--- src/verilog/intop_defs.vh ---
/*
 * Constants of the interrupt and option control block: register
 * addresses, field positions, reset values.
 * Assumes an 8-bit data address and 8-bit data register port.
 */
`ifndef INTOP_DEFS_VH
`define INTOP_DEFS_VH

// Register addresses
`define INTOP_ADDR_OPTION 8'h81
`define INTOP_ADDR_INTCTL_B0 8'h0b
`define INTOP_ADDR_INTCTL_B1 8'h8b
`define INTOP_ADDR_EVT_STATUS 8'h87
`define INTOP_ADDR_EVT_MASK 8'h88

// Option configuration fields
`define INTOP_OPT_PULLUP_DIS 7
`define INTOP_OPT_EXT_EDGE 6
`define INTOP_OPT_TMR_SRC 5
`define INTOP_OPT_TMR_EDGE 4
`define INTOP_OPT_PSA 3
`define INTOP_OPT_RATE_HI 2
`define INTOP_OPT_RATE_LO 0

// Interrupt control fields
`define INTOP_IC_GIE 7
`define INTOP_IC_PERIPHERAL_IRQ_ENABLE 6
`define INTOP_IC_TIMER_OVERFLOW_IRQ_ENABLE 5
`define INTOP_IC_EXTIE 4
`define INTOP_IC_PCIE 3
`define INTOP_IC_TIMER_OVERFLOW_FLAG 2
`define INTOP_IC_EXTIF 1
`define INTOP_IC_PCIF 0

// Event status and mask fields
`define INTOP_EV_TMR 0
`define INTOP_EV_EXT 1
`define INTOP_EV_PC 2

// Reset values
`define INTOP_RST_OPTION 8'hff
`define INTOP_RST_INTCTL 8'h00
`define INTOP_RST_EVT 3'h0
`define INTOP_RST_RDATA 8'h00

`endif

--- src/verilog/intop_edge.v ---
/*
 * Edge detector for a pin level with a selectable edge.
 * Assumes the pin input is already synchronous to i_clk.
 */
`timescale 1ns/100ps

module intop_edge (
    // Clock and reset
    input wire i_clk,
    input wire i_nrst,
    // Pin and edge choice: 1 = rising, 0 = falling
    input wire i_pin,
    input wire i_rising,
    // One-cycle pulse on the chosen edge
    output wire o_edge
);

reg prev_r;

always @(posedge i_clk or negedge i_nrst) begin
    if (!i_nrst) begin
        prev_r <= 1'b0;
    end else begin
        prev_r <= i_pin;
    end
end

assign o_edge = i_rising ? (i_pin & ~prev_r) : (~i_pin & prev_r);

endmodule

--- src/verilog/intop_prescale.v ---
/*
 * Shared timer/watchdog prescaler with an 8-bit count.
 * Assumes event inputs are one-cycle pulses synchronous to i_clk.
 */
`timescale 1ns/100ps

module intop_prescale #(
    parameter WIDTH = 8
) (
    // Clock and reset
    input wire i_clk,
    input wire i_nrst,
    // Configuration
    input wire i_clear,
    input wire i_assign,
    input wire [2:0] i_rate,
    // Event sources
    input wire i_timer_event,
    input wire i_wdt_event,
    // Divided pulses
    output reg o_timer_inc,
    output reg o_wdt_out
);

reg [WIDTH-1:0] cnt_r;
reg [WIDTH-1:0] cnt_nxt;
reg fire;
wire ev;
wire [WIDTH-1:0] term;

function [WIDTH-1:0] low_mask;
    input [3:0] n;
    integer k;
    begin
        low_mask = {WIDTH{1'b0}};
        for (k = 0; k < WIDTH; k = k + 1) begin
            if (k < n) begin
                low_mask[k] = 1'b1;
            end
        end
    end
endfunction

assign term = i_assign ? low_mask({1'b0, i_rate}) : low_mask({1'b0, i_rate} + 4'h1);
assign ev = i_assign ? i_wdt_event : i_timer_event;

always @* begin
    cnt_nxt = cnt_r;
    fire = 1'b0;
    if (i_clear) begin
        cnt_nxt = {WIDTH{1'b0}};
    end else if (ev) begin
        if ((cnt_r & term) == term) begin
            cnt_nxt = {WIDTH{1'b0}};
            fire = 1'b1;
        end else begin
            cnt_nxt = cnt_r + {{(WIDTH-1){1'b0}}, 1'b1};
        end
    end
end

always @(posedge i_clk or negedge i_nrst) begin
    if (!i_nrst) begin
        cnt_r <= {WIDTH{1'b0}};
        o_timer_inc <= 1'b0;
        o_wdt_out <= 1'b0;
    end else begin
        cnt_r <= cnt_nxt;
        // undivided timer when prescaler sits on the watchdog
        o_timer_inc <= i_assign ? i_timer_event : (fire & ~i_clear);
        o_wdt_out <= i_assign ? (fire & ~i_clear) : i_wdt_event;
    end
end

endmodule

--- src/verilog/intop_ctrl.v ---
/*
 * Interrupt control and option configuration registers of a small
 * 8-bit controller, with event edge detection and the shared prescaler.
 * Assumes a single-cycle register port and event inputs synchronous to i_clk.
 * Assumes the core pulses its vector and return strobes for one cycle, and
 * that pin levels are already clean, with no bounce left on them.
 */
// Functional notes
// - The option register has eight read/write bits, all set to one at reset.
// - The interrupt control register holds every enable and flag except the comparator's.
// - A flag sets on its event whatever its own enable and the global enable say.
// - The external pin flag is set by hardware, never cleared by it, only by a zero write.
// - The interrupt control register answers at two addresses, one per bank.
// - All interrupt control bits are read/write; bits 7..1 clear at reset, bit 0 undefined.
`timescale 1ns/100ps
`include "intop_defs.vh"

module intop_ctrl #(
    parameter PRESCALE_WIDTH = 8
) (
    // Clock and reset
    input wire i_clk,
    input wire i_nrst,
    // Register port
    input wire [7:0] i_addr,
    input wire [7:0] i_wdata,
    input wire i_wr,
    input wire i_rd,
    output reg [7:0] o_rdata,
    // Event sources
    input wire i_timer_overflow,
    input wire i_external_irq_pin,
    input wire i_port_change,
    input wire i_periph_irq,
    // Timer and watchdog clocking
    input wire i_timer_clock_pin,
    input wire i_cycle_tick,
    input wire i_wdt_tick,
    output wire o_timer_inc,
    output wire o_wdt_tick,
    // Core interrupt handshake
    input wire i_irq_ack,
    input wire i_irq_return,
    output wire o_cpu_irq,
    // Option outputs
    output wire o_port_pullup_disable,
    output wire o_ext_irq_edge_select,
    output wire o_timer_clock_source_select,
    output wire o_timer_source_edge_select,
    output wire o_prescaler_assign,
    output wire [2:0] o_prescaler_rate,
    // Flags and enables
    output wire o_global_irq_enable,
    output wire o_timer_overflow_flag,
    output wire o_ext_pin_irq_flag,
    output wire o_port_change_flag,
    // Sticky event interrupt
    output wire o_irq
);

////////////////////////////////////////////////////////////////////////////////
// Declarations

reg [7:0] option_config_r;
reg [7:0] option_config_nxt;
reg [7:0] interrupt_control_r;
reg [7:0] interrupt_control_nxt;
reg [2:0] evt_status_r;
reg [2:0] evt_status_nxt;
reg [2:0] evt_mask_r;
reg [2:0] evt_mask_nxt;
reg [7:0] rdata_nxt;

wire hit_option;
wire hit_intctl;
wire hit_status;
wire hit_mask;
wire ext_edge;
wire tpin_edge;
wire timer_event;
wire [2:0] events;
wire opt_write;
wire ic_write;

////////////////////////////////////////////////////////////////////////////////
// Helpers

// A software write loads the bit, but a hardware event in the same cycle wins
function flag_next;
    input cur;
    input ev;
    input wr_en;
    input wbit;
    begin
        flag_next = cur;
        if (wr_en) begin
            flag_next = wbit;
        end
        if (ev) begin
            flag_next = 1'b1;
        end
    end
endfunction

// Three-bit registers read back with zeros above
function [7:0] pad3;
    input [2:0] v;
    begin
        pad3 = {5'h00, v};
    end
endfunction

////////////////////////////////////////////////////////////////////////////////
// Address decode

assign hit_intctl = (i_addr == `INTOP_ADDR_INTCTL_B0) || (i_addr == `INTOP_ADDR_INTCTL_B1);
assign hit_option = (i_addr == `INTOP_ADDR_OPTION);
assign hit_status = (i_addr == `INTOP_ADDR_EVT_STATUS);
assign hit_mask = (i_addr == `INTOP_ADDR_EVT_MASK);
assign opt_write = i_wr & hit_option;
assign ic_write = i_wr & hit_intctl;

////////////////////////////////////////////////////////////////////////////////
// Event detection

intop_edge u_ext_edge (
    .i_clk(i_clk),
    .i_nrst(i_nrst),
    .i_pin(i_external_irq_pin),
    .i_rising(option_config_r[`INTOP_OPT_EXT_EDGE]),
    .o_edge(ext_edge)
);

// Edge select high means the falling edge on the timer pin
intop_edge u_tpin_edge (
    .i_clk(i_clk),
    .i_nrst(i_nrst),
    .i_pin(i_timer_clock_pin),
    .i_rising(~option_config_r[`INTOP_OPT_TMR_EDGE]),
    .o_edge(tpin_edge)
);

assign timer_event = option_config_r[`INTOP_OPT_TMR_SRC] ? tpin_edge : i_cycle_tick;

assign events[`INTOP_EV_TMR] = i_timer_overflow;
assign events[`INTOP_EV_EXT] = ext_edge;
assign events[`INTOP_EV_PC] = i_port_change;

////////////////////////////////////////////////////////////////////////////////
// Prescaler

// Count restarts on any option write so a new rate starts clean
intop_prescale #(
    .WIDTH(PRESCALE_WIDTH)
) u_prescale (
    .i_clk(i_clk),
    .i_nrst(i_nrst),
    .i_clear(opt_write),
    .i_assign(option_config_r[`INTOP_OPT_PSA]),
    .i_rate(option_config_r[`INTOP_OPT_RATE_HI:`INTOP_OPT_RATE_LO]),
    .i_timer_event(timer_event),
    .i_wdt_event(i_wdt_tick),
    .o_timer_inc(o_timer_inc),
    .o_wdt_out(o_wdt_tick)
);

////////////////////////////////////////////////////////////////////////////////
// Option register

always @* begin
    option_config_nxt = option_config_r;
    if (opt_write) begin
        option_config_nxt = i_wdata;
    end
end

////////////////////////////////////////////////////////////////////////////////
// Interrupt control register

always @* begin
    interrupt_control_nxt = interrupt_control_r;
    if (ic_write) begin
        interrupt_control_nxt = i_wdata;
    end
    // Vectoring drops the global enable, return restores it
    if (i_irq_ack) begin
        interrupt_control_nxt[`INTOP_IC_GIE] = 1'b0;
    end else if (i_irq_return) begin
        interrupt_control_nxt[`INTOP_IC_GIE] = 1'b1;
    end
    interrupt_control_nxt[`INTOP_IC_TIMER_OVERFLOW_FLAG] = flag_next(interrupt_control_r[`INTOP_IC_TIMER_OVERFLOW_FLAG],
        events[`INTOP_EV_TMR], ic_write, i_wdata[`INTOP_IC_TIMER_OVERFLOW_FLAG]);
    // hardware only sets, set beats a clearing write
    interrupt_control_nxt[`INTOP_IC_EXTIF] = flag_next(interrupt_control_r[`INTOP_IC_EXTIF],
        events[`INTOP_EV_EXT], ic_write, i_wdata[`INTOP_IC_EXTIF]);
    interrupt_control_nxt[`INTOP_IC_PCIF] = flag_next(interrupt_control_r[`INTOP_IC_PCIF],
        events[`INTOP_EV_PC], ic_write, i_wdata[`INTOP_IC_PCIF]);
end

////////////////////////////////////////////////////////////////////////////////
// Sticky event status and mask

always @* begin
    evt_status_nxt = evt_status_r;
    evt_mask_nxt = evt_mask_r;
    if (i_wr && hit_status) begin
        evt_status_nxt = evt_status_r & ~i_wdata[2:0];
    end
    if (i_wr && hit_mask) begin
        evt_mask_nxt = i_wdata[2:0];
    end
    // Set wins over a write-one clear
    evt_status_nxt = evt_status_nxt | events;
end

assign o_irq = |(evt_status_r & evt_mask_r);

////////////////////////////////////////////////////////////////////////////////
// Read data

always @* begin
    rdata_nxt = `INTOP_RST_RDATA;
    if (i_rd) begin
        if (hit_option) begin
            rdata_nxt = option_config_r;
        end else if (hit_intctl) begin
            rdata_nxt = interrupt_control_r;
        end else if (hit_status) begin
            rdata_nxt = pad3(evt_status_r);
        end else if (hit_mask) begin
            rdata_nxt = pad3(evt_mask_r);
        end
    end
end

////////////////////////////////////////////////////////////////////////////////
// State

always @(posedge i_clk or negedge i_nrst) begin
    if (!i_nrst) begin
        option_config_r <= `INTOP_RST_OPTION;
    end else begin
        option_config_r <= option_config_nxt;
    end
end

// control bits cleared; bit 0 takes zero as its undefined value
always @(posedge i_clk or negedge i_nrst) begin
    if (!i_nrst) begin
        interrupt_control_r <= `INTOP_RST_INTCTL;
    end else begin
        interrupt_control_r <= interrupt_control_nxt;
    end
end

always @(posedge i_clk or negedge i_nrst) begin
    if (!i_nrst) begin
        evt_status_r <= `INTOP_RST_EVT;
    end else begin
        evt_status_r <= evt_status_nxt;
    end
end

always @(posedge i_clk or negedge i_nrst) begin
    if (!i_nrst) begin
        evt_mask_r <= `INTOP_RST_EVT;
    end else begin
        evt_mask_r <= evt_mask_nxt;
    end
end

// Read data drop back to zero so a stale value is never seen
always @(posedge i_clk or negedge i_nrst) begin
    if (!i_nrst) begin
        o_rdata <= `INTOP_RST_RDATA;
    end else begin
        o_rdata <= rdata_nxt;
    end
end

////////////////////////////////////////////////////////////////////////////////
// Outputs

// comparator request arrives only through the peripheral gate
assign o_cpu_irq = interrupt_control_r[`INTOP_IC_GIE] &
    ((interrupt_control_r[`INTOP_IC_TIMER_OVERFLOW_IRQ_ENABLE] & interrupt_control_r[`INTOP_IC_TIMER_OVERFLOW_FLAG]) |
     (interrupt_control_r[`INTOP_IC_EXTIE] & interrupt_control_r[`INTOP_IC_EXTIF]) |
     (interrupt_control_r[`INTOP_IC_PCIE] & interrupt_control_r[`INTOP_IC_PCIF]) |
     (interrupt_control_r[`INTOP_IC_PERIPHERAL_IRQ_ENABLE] & i_periph_irq));

assign o_port_pullup_disable = option_config_r[`INTOP_OPT_PULLUP_DIS];
assign o_ext_irq_edge_select = option_config_r[`INTOP_OPT_EXT_EDGE];
assign o_timer_clock_source_select = option_config_r[`INTOP_OPT_TMR_SRC];
assign o_timer_source_edge_select = option_config_r[`INTOP_OPT_TMR_EDGE];
assign o_prescaler_assign = option_config_r[`INTOP_OPT_PSA];
assign o_prescaler_rate = option_config_r[`INTOP_OPT_RATE_HI:`INTOP_OPT_RATE_LO];
assign o_global_irq_enable = interrupt_control_r[`INTOP_IC_GIE];
assign o_timer_overflow_flag = interrupt_control_r[`INTOP_IC_TIMER_OVERFLOW_FLAG];
assign o_ext_pin_irq_flag = interrupt_control_r[`INTOP_IC_EXTIF];
assign o_port_change_flag = interrupt_control_r[`INTOP_IC_PCIF];

endmodule

--- config.mk ---
export PLATFORM = sky130hd
export DESIGN_NAME = intop_ctrl
export DESIGN_NICKNAME = d
export VERILOG_FILES = /design/src/verilog/intop_edge.v /design/src/verilog/intop_prescale.v /design/src/verilog/intop_ctrl.v
export VERILOG_INCLUDE_DIRS = /design/src /design/src/verilog
export SDC_FILE = /design/constraint.sdc
export NUM_CORES = 1
export LEC_CHECK = 0
export BUFFER_PORTS_ARGS = -buffer_cell sky130_fd_sc_hd__clkbuf_2
export CAP_MARGIN = 5
export CORE_AREA = 5 5 80 74
export DETAILED_ROUTE_END_ITERATION = 10
export DIE_AREA = 0 0 85 79
export GPL_TIMING_DRIVEN = 0
export PLACE_DENSITY = 0.67
export RECOVER_POWER = 25
export SYNTH_ARGS = -nofsm -noshare
export SYNTH_HDL_FRONTEND = slang
export SYNTH_SLANG_ARGS = --single-unit
--- constraint.sdc ---
create_clock -name i_clk -period 2.6 [get_ports i_clk]
set_input_delay 0.52 -clock i_clk [delete_from_list [all_inputs] [get_ports i_clk]]
set_output_delay 0.52 -clock i_clk [all_outputs]
set_load 0.03 [all_outputs]
==> results of run 1 <==
[worst max-delay path, cell delays in order, from the launching register on]
cell,delay [ns]
dfstp_2,0.63
ha_2,0.27
and2_4,0.17
a21oi_2,0.05
or4_4,0.53
a31o_1,0.32
a31o_1,0.23
a22o_1,0.17
[cells by family (layout without fill, tap and decap cells)]
group / after synthesis / in the layout / share of synthesized area
multiplexers: 9 / 9 / 0.04638
AND/OR/NAND/NOR: 96 / 96 / 0.2267
XOR/XNOR: 1 / 1 / 0.004059
adder cells (fa/ha/maj): 3 / 3 / 0.01739
buffers and inverters: 14 / 77 / 0.02783
AO/OA/AOI/OAI: 51 / 51 / 0.1861
flip-flops: 42 / 42 / 0.4916
[stage by stage]
stage | hold WS, ns | util | instance area [um2]
3_3_place_gp | 0.4583 | 0.4938 | 2502
5_1_grt | 0.3469 | 0.5272 | 2671
4_1_cts | 0.3444 | 0.5210 | 2640
2_1_floorplan | 0.2244 | - | 2158
3_5_place_dp | 0.4601 | 0.4938 | 2502
6_report | 0.3489 | 0.5272 | 2671
[cell type report]
| type | instances | area share |
|---|---|---|
| clock inverters | 3 | 0.02576 |
| well taps | 67 | 0.03138 |
| clock buffers | 5 | 0.02576 |
| repair buffers | 55 | 0.1049 |
| inverters | 5 | 0.007026 |
| multi-input cells | 160 | 0.3925 |
| flip-flops and latches | 42 | 0.3972 |
| plain buffers | 9 | 0.01546 |
[sequential cells by signal (all words and copies together), names as in the netlist]
| register | flops |
|---|---|
| evt_mask_r | 3 |
| evt_status_r | 3 |
| interrupt_control_r | 8 |
| o_rdata | 8 |
| option_config_r | 8 |
| u_ext_edge.prev_r | 1 |
| u_prescale.cnt_r | 8 |
| u_prescale.o_timer_inc | 1 |
| u_prescale.o_wdt_out | 1 |
| u_tpin_edge.prev_r | 1 |
[per-layer routing]
layer,vias to the layer above,share of wire
met5,-,0
met4,0,0.013
met3,8,0.083
met2,72,0.45
met1,916,0.45
li1,909,-
[Yosys cell counts (4+ instances only)]
library cell / number
dfstp_2: 8
nor2_1: 12
and3_1: 5
nand2_1: 40
nor2b_1: 8
a22oi_1: 8
a21boi_0: 5
a31o_1: 4
a22o_1: 4
clkbuf_1: 5
o21ai_0: 5
mux2_2: 8
a222oi_1: 4
nand3_1: 10
dfrtp_1: 34
inv_1: 5
[layout by cell type (no fill, tap or decap), types with 5 or more instances in the layout]
| cell | instances |
|---|---|
| clkbuf_2 | 50 |
| nand2_1 | 40 |
| dfrtp_1 | 34 |
| nor2_1 | 12 |
| nand3_1 | 10 |
| a22oi_1 | 8 |
| nor2b_1 | 8 |
| mux2_2 | 8 |
| dfstp_2 | 8 |
| clkbuf_1 | 7 |
| inv_1 | 5 |
| a21boi_0 | 5 |
| o21ai_0 | 5 |
| and3_1 | 5 |
| clkbuf_8 | 5 |
[worst max-delay path by stage]
| stage | start | to | slack (ns) | depth (start not counted) |
|---|---|---|---|---|
| 3_3_place_gp | option_config_r[1] | u_prescale.cnt_r[0] | 0.09 | 7 |
| 5_1_grt | option_config_r[0] | u_prescale.cnt_r[6] | 0.02 | 7 |
| 3_5_place_dp | option_config_r[1] | u_prescale.cnt_r[0] | 0.07 | 7 |
| 4_1_cts | option_config_r[1] | u_prescale.cnt_r[0] | 0.05 | 7 |
| 6_report | option_config_r[0] | u_prescale.cnt_r[5] | 0.10 | 7 |
| 2_1_floorplan | option_config_r[1] | u_prescale.cnt_r[5] | 0.14 | 7 |
[power by group through the flow]
stage	combinational [mW]	clock [mW]	sequential, mW
finish	0.354	0.622	0.807
global route	0.399	0.661	0.820
CTS	0.341	0.631	0.808
detailed placement	0.339	0	0.820
global placement	0.330	0	0.818
floorplan	0.215	0	0.821
[what timing repair did]
item	4_1_cts	5_1_grt
setup endpoints to repair	0	6
resized for setup	0	2
buffers inserted	0	3
hold endpoints to repair	0	0
==> metrics.md, run 1 <==
| Metric | Value |
|---|---|
| Port Buffers | 52 |
| Die Width | 85 um |
| Top_reg_cell synth | dfrtp_1 |
| Reg-to-Reg Start | option_config_r[0] |
| Pin count of the biggest net entering global routing | 43 |
| Syn Nets | 248 |
| Total number of yosys warnings | 0 |
| Multi-input gate area | 1049 um2 |
| GRT met1 Usage | 0.2460 |
| Yosys top cell by area | dfrtp_1 |
| Switching pwr | 0.5161 mW |
| Yosys cell types | 50 |
| Relative slew margins | 0.3105 |
| Data arrival, critical path | 2.68 ns |
| Die Span Y | 79 um |
| Bufs on Longest Clock Path | 2 |
| Number of top-level pins | 53 |
| Outcome | finished, final reports clean |
| Crit path max fanout | 9 |
| Vias per inst | 5.506 |
| Syn avg cell area | 9.992 um2 |
| Initial Util | 0.4259 |
| Die area | 6715 um2 |
| Non-Filler Instances | 346 |
| Pins over their slew limit | 0 |
| Synth Register Bits | 42 |
| Period utilisation layout | 0.9604 |
| Max Cap Viol | 0 |
| Global Route Usage Sum | 0.1721 |
| P_int | 1.267 mW |
| Hold path depth | 1 |
| Total CTS buffers | 5 |
| DRT antenna net count | 0 |
| CP Launch Type | flip-flop |
| Area of the core | 5067 um2 |
| P per Cell Area | 667.4 nW/um2 |
| Max VDD drop | 327.0 uV |
| Sequential Power Share | 0.453 |
| Fill count | 481 |
| Placed Cells | 335 |
| Fraction of registers with async set or reset after synthesis | 1.000 |
| Synth Cell Area | 2158 um2 |
| Clock power share | 0.349 |
| GRT busiest layer | met2 |
| Hold Crit Class | primary input to flip-flop |
| Reg-to-Reg End | u_prescale.cnt_r[5] |
| Reg2Reg Setup Slack | 0.10 ns |
| Detailed-route DRC error count | 0 |
| Initial antenna violation count | 0 |
| Total power | 1.783 mW |
| Reg area | 1061 um2 |
| Logic pwr share | 0.199 |
| Top-area cell type share of the netlist area | 0.3942 |
| Root Buffer | clkbuf_8 |
| Register-to-Register Path Depth | 7 |
| Vias in the first global route | 1873 |
| Slew @ Worst Pin | 1.034 ns |
| Final hold violation count | 0 |
| # rows | 25 |
| Sequential area share after synthesis | 0.4916 |
| Initial DRC Count | 111 |
| GPL Wtd Cong | 0.8499 |
| Hold Crit Endpoint | u_tpin_edge.prev_r |
| Post-route setup TNS | 0 ns |
| Clock slew at reported path FFs | 0.08 ns |
| Hpwl dp | 4049 um |
| First-pass GRT wire length | 9156 um |
| Period minus WS final | 2.497 ns |
| Largest cells by area after synthesis | dfrtp_1 (39%), dfstp_2 (9.7%), nand2_1 (7.0%) |
| Max Clock Freq | 400.5 MHz |
| Grt met3 use | 0.04149 |
| GR Overflow Total | 0 |
| Post-synth EDFFs | 0 |
| Worst Path Required | 2.79 ns |
| Met2 Track Usage GR | 0.2616 |
| Antenna cells | 0 |
| Leak | 1.243 nW |
| Final worst slack | 0.1028 ns |
| Final nets | 310 |
| Share of cells above drive strength 1 | 0.3190 |
| Clock sink total | 42 |
| RSZ-0062 raised after global routing | no |
| Setup crit end kind | flip-flop |
| Setup Skew | 0.003788 ns |
| Mapped Cells | 216 |
| TritonCTS clock tree | done |
| Sw frac | 0.2895 |
| Kind of critical path | flip-flop to flip-flop |
| WL/cell | 16.21 um |
| Hold_buf cts | 0 |
| Worst skew pair latency | 0.30 ns |
| Setup violations, final | 0 |
| Place WS | 0.06637 ns |
| First drt pass iteration count | 4 |
| Layout area overhead | 23.77% |
| Min-delay src | i_timer_clock_pin |
| Htree depth | 2 |
| Final WL | 5608 um |
| Via count | 1905 |
(Power assumes the default switching activity.)
==> run 2: changes to the inputs <==
Settings changed: CORE_AREA 5 5 80 74 to 5 5 73 81, DIE_AREA 0 0 85 79 to 0 0 78 86.
==> run 2 against run 1 <==
First-iteration DRC count increased by 13%. Fmax is 0.11% higher. Flip-flop and latch count unchanged. Core utilization fell by 0.11 points. Die area shrank 0.10%. Sequential power about the same. Critical path type unchanged. Critical endpoint unchanged. Largest power group unchanged.
==> metrics.md, run 2 (synthesis results as in run 1) <==
| Metric | Value |
|---|---|
| Setup Skew | 0.004338 ns |
| Commonest non-fill, non-tap cell in the layout | clkbuf_2 |
| Post-route setup TNS | 0 ns |
| TritonCTS clock tree | done |
| Post-CTS sizing | 0 |
| Hpwl dp | 4010 um |
| Outcome | finished, final reports clean |
| GPL Wtd Cong | 0.8105 |
| Max Cap Viol | 0 |
| Bufs on Longest Clock Path | 2 |
| Clock slew at reported path FFs | 0.08 ns |
| Period utilisation layout | 0.9594 |
| Setup crit end kind | flip-flop |
| Register-to-Register Path Depth | 7 |
| First-pass GRT wire length | 8659 um |
| Vias per inst | 5.548 |
| Relative slew margins | 0.2988 |
| Reg-to-Reg End | u_prescale.cnt_r[5] |
| Hold Crit Class | primary input to flip-flop |
| Setup violations, final | 0 |
| Clock sink total | 42 |
| Htree depth | 2 |
| Global Route Usage Sum | 0.1627 |
| Data arrival, critical path | 2.68 ns |
| Commonest non-fill, non-tap cells in the layout | clkbuf_2 (50), nand2_1 (40), dfrtp_1 (34) |
| Die area | 6708 um2 |
| Total CTS buffers | 5 |
| Area of the core | 4966 um2 |
| Reg-to-Reg Start | option_config_r[1] |
| Worst Path Required | 2.79 ns |
| Vias in the first global route | 1770 |
| Port Buffers | 52 |
| Die Width | 78 um |
| Reg2Reg Setup Slack | 0.11 ns |
| Final hold violation count | 0 |
| RSZ-0062 raised after global routing | no |
| Initial DRC Count | 125 |
| Antenna cells | 0 |
| Via count | 1853 |
| Leak | 1.220 nW |
| Number of top-level pins | 53 |
| First drt pass iteration count | 4 |
| Min-delay src | i_timer_clock_pin |
| WL/cell | 16.10 um |
| Slew @ Worst Pin | 1.052 ns |
| Worst skew pair latency | 0.30 ns |
| P per Cell Area | 642.3 nW/um2 |
| Layout area overhead | 21.04% |
| Final nets | 307 |
| Final WL | 5376 um |
| CP Launch Type | flip-flop |
| Layout Utilization | 0.5261 |
| Die Span Y | 86 um |
| Pins over their slew limit | 0 |
| Max VDD drop | 262.2 uV |
| GR Overflow Total | 0 |
| Post-CTS setup buffers | 0 |
| Hold path depth | 1 |
| Detailed-route DRC error count | 0 |
| Initial antenna violation count | 0 |
| DRT antenna net count | 0 |
| Pin count of the biggest net entering global routing | 43 |
| Period minus WS final | 2.494 ns |
| Crit path max fanout | 11 |
| Root Buffer | clkbuf_8 |
| Initial Util | 0.4346 |
| Hold_buf cts | 0 |
| Hold Crit Endpoint | u_tpin_edge.prev_r |
| Share of cells above drive strength 1 | 0.3116 |
| # rows | 27 |
| Kind of critical path | flip-flop to flip-flop |
| Max Clock Freq | 400.9 MHz |
==> run 2: cell count changes in the layout (fill, tap and decap cells not counted), sizes merged <==
cell / previous run / this run
bufinv: 2 / 1
inv: 5 / 6
buf: 7 / 4
==> run 2: report_power, final <==
group          switching (mW)  leakage [nW]  internal, mW  total (mW)
logic                   0.188         0.656         0.155       0.343
registers              0.0862         0.506         0.722       0.809
clock network           0.239        0.0585         0.288       0.527
==> run 2: worst max path at each step <==
stage               cells after the start  slack, ns                   to               start
floorplan                               7       0.14  u_prescale.cnt_r[5]  option_config_r[1]
global placement                        7       0.08  u_prescale.cnt_r[0]  option_config_r[1]
detailed placement                      7       0.07  u_prescale.cnt_r[0]  option_config_r[1]
CTS                                     7       0.05  u_prescale.cnt_r[0]  option_config_r[1]
global route                            7      0.009  u_prescale.cnt_r[6]  option_config_r[1]
finish                                  7       0.11  u_prescale.cnt_r[5]  option_config_r[1]
==> run 2: layout make-up <==
cell class	instances	area (um2)
well taps	58	72.57
fillers	455	2354
repair buffers	52	257.7
clock buffers	5	68.82
plain buffers	9	41.29
clock inverters	3	43.79
flip-flops and latches	42	1061
inverters	5	18.77
multi-input cells	160	1049
==> run 2: metrics by stage <==
stage / instance area, um2 / cells / power, mW / hold WS, ns / setup WS [ns]
floorplan: 2158 / 216 / 1.036 / 0.2244 / 0.1384
global placement: 2491 / 326 / 1.146 / 0.4661 / 0.08444
detailed placement: 2491 / 326 / 1.155 / 0.4592 / 0.06848
CTS: 2604 / 334 / 1.686 / 0.3420 / 0.04658
global route: 2613 / 334 / 1.775 / 0.3474 / 0.009402
finish: 2613 / 334 / 1.678 / 0.3492 / 0.1056
==> run 2: per-layer routing <==
layer  vias to the layer above  track usage  part of all wire
met2                        54       0.2574              0.47
met1                       888       0.2177              0.45
met5                         -            0                 0
met3                         4      0.04307             0.073
met4                         0      0.05069             0.011
li1                        907            -                 -
==> run 2: worst max-delay path: stages, from the launching register on <==
cell	delay (ns)
dfstp_2	0.65
ha_2	0.28
and2_4	0.16
a21oi_2	0.05
or4_4	0.54
a31o_1	0.31
a31o_1	0.23
a22o_1	0.17
==> run 3: changes to the inputs <==
Settings changed: CORE_AREA 5 5 73 81 to 5 5 72 81, DIE_AREA 0 0 78 86 to 0 0 77 86, PLACE_DENSITY 0.67 to 0.68, SYNTH_HIERARCHICAL set to 1.
==> run 3 against run 2 <==
Die area decreased by 1.3%. Critical path depth unchanged. Design area increased by 0.91%. Critical path type unchanged. Largest cell class unchanged. Highest routed layer unchanged.
==> metrics.md, run 3 <==
| Metric | Value |
|---|---|
| Yosys top cell by area | dfrtp_1 |
| Crit path max fanout | 8 |
| Initial antenna violation count | 0 |
| Post-synth top cells | dfrtp_1 (34), mux2_2 (16), inv_1 (12), nand2_1 (12) |
| First-pass GRT wire length | 8245 um |
| Hpwl dp | 3628 um |
| Setup crit end kind | flip-flop |
| CP Launch Type | flip-flop |
| Final hold slack | 0.3621 ns |
| GR Overflow Total | 0 |
| Port Buffers | 52 |
| Final worst slack | 0.1809 ns |
| Layout area overhead | 22.36% |
| Max Cap Viol | 0 |
| WL/cell | 15.07 um |
| Commonest non-fill, non-tap cell in the layout | clkbuf_2 |
| Number of top-level pins | 53 |
| Reg-to-Reg End | u_prescale/cnt_r[3] |
| Antenna cells | 0 |
| Root Buffer | clkbuf_8 |
| Kind of critical path | flip-flop to flip-flop |
| Max VDD drop | 368.2 uV |
| Critical Path End | u_prescale/cnt_r[3] |
| Total power | 1.496 mW |
| TritonCTS clock tree | done |
| Post-synth EDFFs | 0 |
| Syn Nets | 228 |
| Cell with the most instances after synthesis | dfrtp_1 |
| Setup Skew | 0.007439 ns |
| Register-to-Register Path Depth | 7 |
| Final hold violation count | 0 |
| Global Route Usage Sum | 0.1509 |
| First drt pass iteration count | 4 |
| Relative slew margins | 0.3263 |
| CP Launch Point | option_config_r[1] |
| Worst Path Required | 2.77 ns |
| Non-Filler Instances | 319 |
| Synth Register Bits | 42 |
| Setup violations, final | 0 |
| Data arrival, critical path | 2.58 ns |
| Area of the core | 4898 um2 |
| Fraction of registers with async set or reset after synthesis | 1.000 |
| RSZ-0062 raised after global routing | no |
| CP max stage cell | dfstp_2 |
| Sequential area share after synthesis | 0.4925 |
| Clock sink total | 42 |
| Largest cells by area after synthesis | dfrtp_1 (39%), dfstp_2 (9.8%), mux2_2 (8.4%) |
| Final nets | 292 |
| Share of cells above drive strength 1 | 0.3831 |
| Vias in the first global route | 1808 |
| Outcome | finished, final reports clean |
| CP Cell Sequence | ha_2 -> and2_1 -> a21oi_1 -> or4_1 -> a311o_2 -> a31oi_1 -> mux2i_1 |
| Commonest non-fill, non-tap cells in the layout | clkbuf_2 (50), dfrtp_1 (34), mux2_2 (16) |
| Total number of yosys warnings | 6 |
| Worst skew pair latency | 0.29 ns |
| Final WL | 4806 um |
| Min-delay src | i_timer_clock_pin |
| Detailed-route DRC error count | 0 |
| Pins over their slew limit | 0 |
| Synth Cell Area | 2155 um2 |
| Period minus WS final | 2.419 ns |
| Initial Util | 0.4398 |
| P per Cell Area | 567.6 nW/um2 |
| Slew @ Worst Pin | 1.011 ns |
| Yosys cell types | 50 |
| Hold Crit Class | primary input to flip-flop |
| Vias per inst | 5.552 |
| Placed Cells | 306 |
| Slowest Stage Delay on Critical Path | 0.60 ns |
| Top_reg_cell synth | dfrtp_1 |
| # rows | 27 |
| Die area | 6622 um2 |
| Top-area cell type share of the netlist area | 0.3949 |
| DRT antenna net count | 0 |
| Clock slew at reported path FFs | 0.08 ns |
| Pin count of the biggest net entering global routing | 43 |
| Via count | 1771 |
| Reg2Reg Setup Slack | 0.18 ns |
| Mapped Cells | 196 |
| Max Clock Freq | 413.4 MHz |
| Place WS | -0.02453 ns |
| Initial DRC Count | 62 |
| Period utilisation layout | 0.9304 |
| GPL Wtd Cong | 0.8099 |
| Die Span Y | 86 um |
| Htree depth | 2 |
| Total CTS buffers | 5 |
| Hold_buf cts | 0 |
| Syn avg cell area | 10.99 um2 |
| Reg-to-Reg Start | option_config_r[1] |
| Die Width | 77 um |
| Leak | 1.146 nW |
| Bufs on Longest Clock Path | 2 |
run 3: worst min path at each step:
stage | end | slack, ns | cells past startpoint
floorplan | evt_mask_r[0] | 0.22 | 0
global placement | evt_status_r[0] | 0.50 | 1
detailed placement | evt_status_r[0] | 0.51 | 1
CTS | u_tpin_edge/prev_r | 0.35 | 1
global route | u_tpin_edge/prev_r | 0.36 | 1
finish | u_tpin_edge/prev_r | 0.36 | 1
run 3: metrics by stage:
stage	cell area [um2]	util	setup TNS (ns)
after global routing	2636	0.5382	0
after global placement	2487	0.5078	-0.005851
final	2636	0.5382	0
after detailed placement	2487	0.5078	-0.06269
after floorplan	2155	-	0
after CTS	2599	0.5305	0
run 3: report_power, final:
group | leakage [nW] | switching [mW] | total (mW) | internal [mW]
logic | 0.575 | 0.153 | 0.257 | 0.104
registers | 0.512 | 0.0444 | 0.742 | 0.698
clock network | 0.0579 | 0.215 | 0.497 | 0.282
run 3: final cells by class:
cell class | instances | area (um2)
fillers | 440 | 2262
flip-flops and latches | 42 | 1061
multi-input cells | 138 | 1027
repair buffers | 57 | 295.3
well taps | 58 | 72.57
clock buffers | 5 | 68.82
inverters | 12 | 45.04
clock inverters | 3 | 40.04
plain buffers | 4 | 26.28
run 3: per-layer routing:
| layer | track usage | part of all wire |
|---|---|---|
| met5 | 0 | 0 |
| met4 | 0.04531 | 0.012 |
| met1 | 0.1897 | 0.42 |
| met2 | 0.2610 | 0.53 |
| met3 | 0.03151 | 0.042 |
run 3: kinds of logic after synthesis:
family / after synthesis / share of synthesized area
xor gates and xnor gates: 3 / 0.01220
muxes: 19 / 0.09756
buffers and inverters: 16 / 0.03310
and+or+nand+nor: 59 / 0.1719
DFF: 42 / 0.4925
adders and majority gates: 3 / 0.01742
AOI/OAI and AO/OA: 54 / 0.1754
run 3: critical path: cells and delay by family (launching register included):
family                   cells  cell delay (ns)
AO/OA/AOI/OAI                3             0.68
adder cells (fa/ha/maj)      1             0.26
flip-flops                   1             0.60
multiplexers                 1             0.10
AND/OR/NAND/NOR              2             0.65
run 3: what timing repair did:
item                                    4_1_cts  5_1_grt
endpoints found under the setup margin        7       10
hold endpoints to repair                      0        0
buffers inserted                              0        5
pin swaps                                     0        1
resized for setup                             1        1
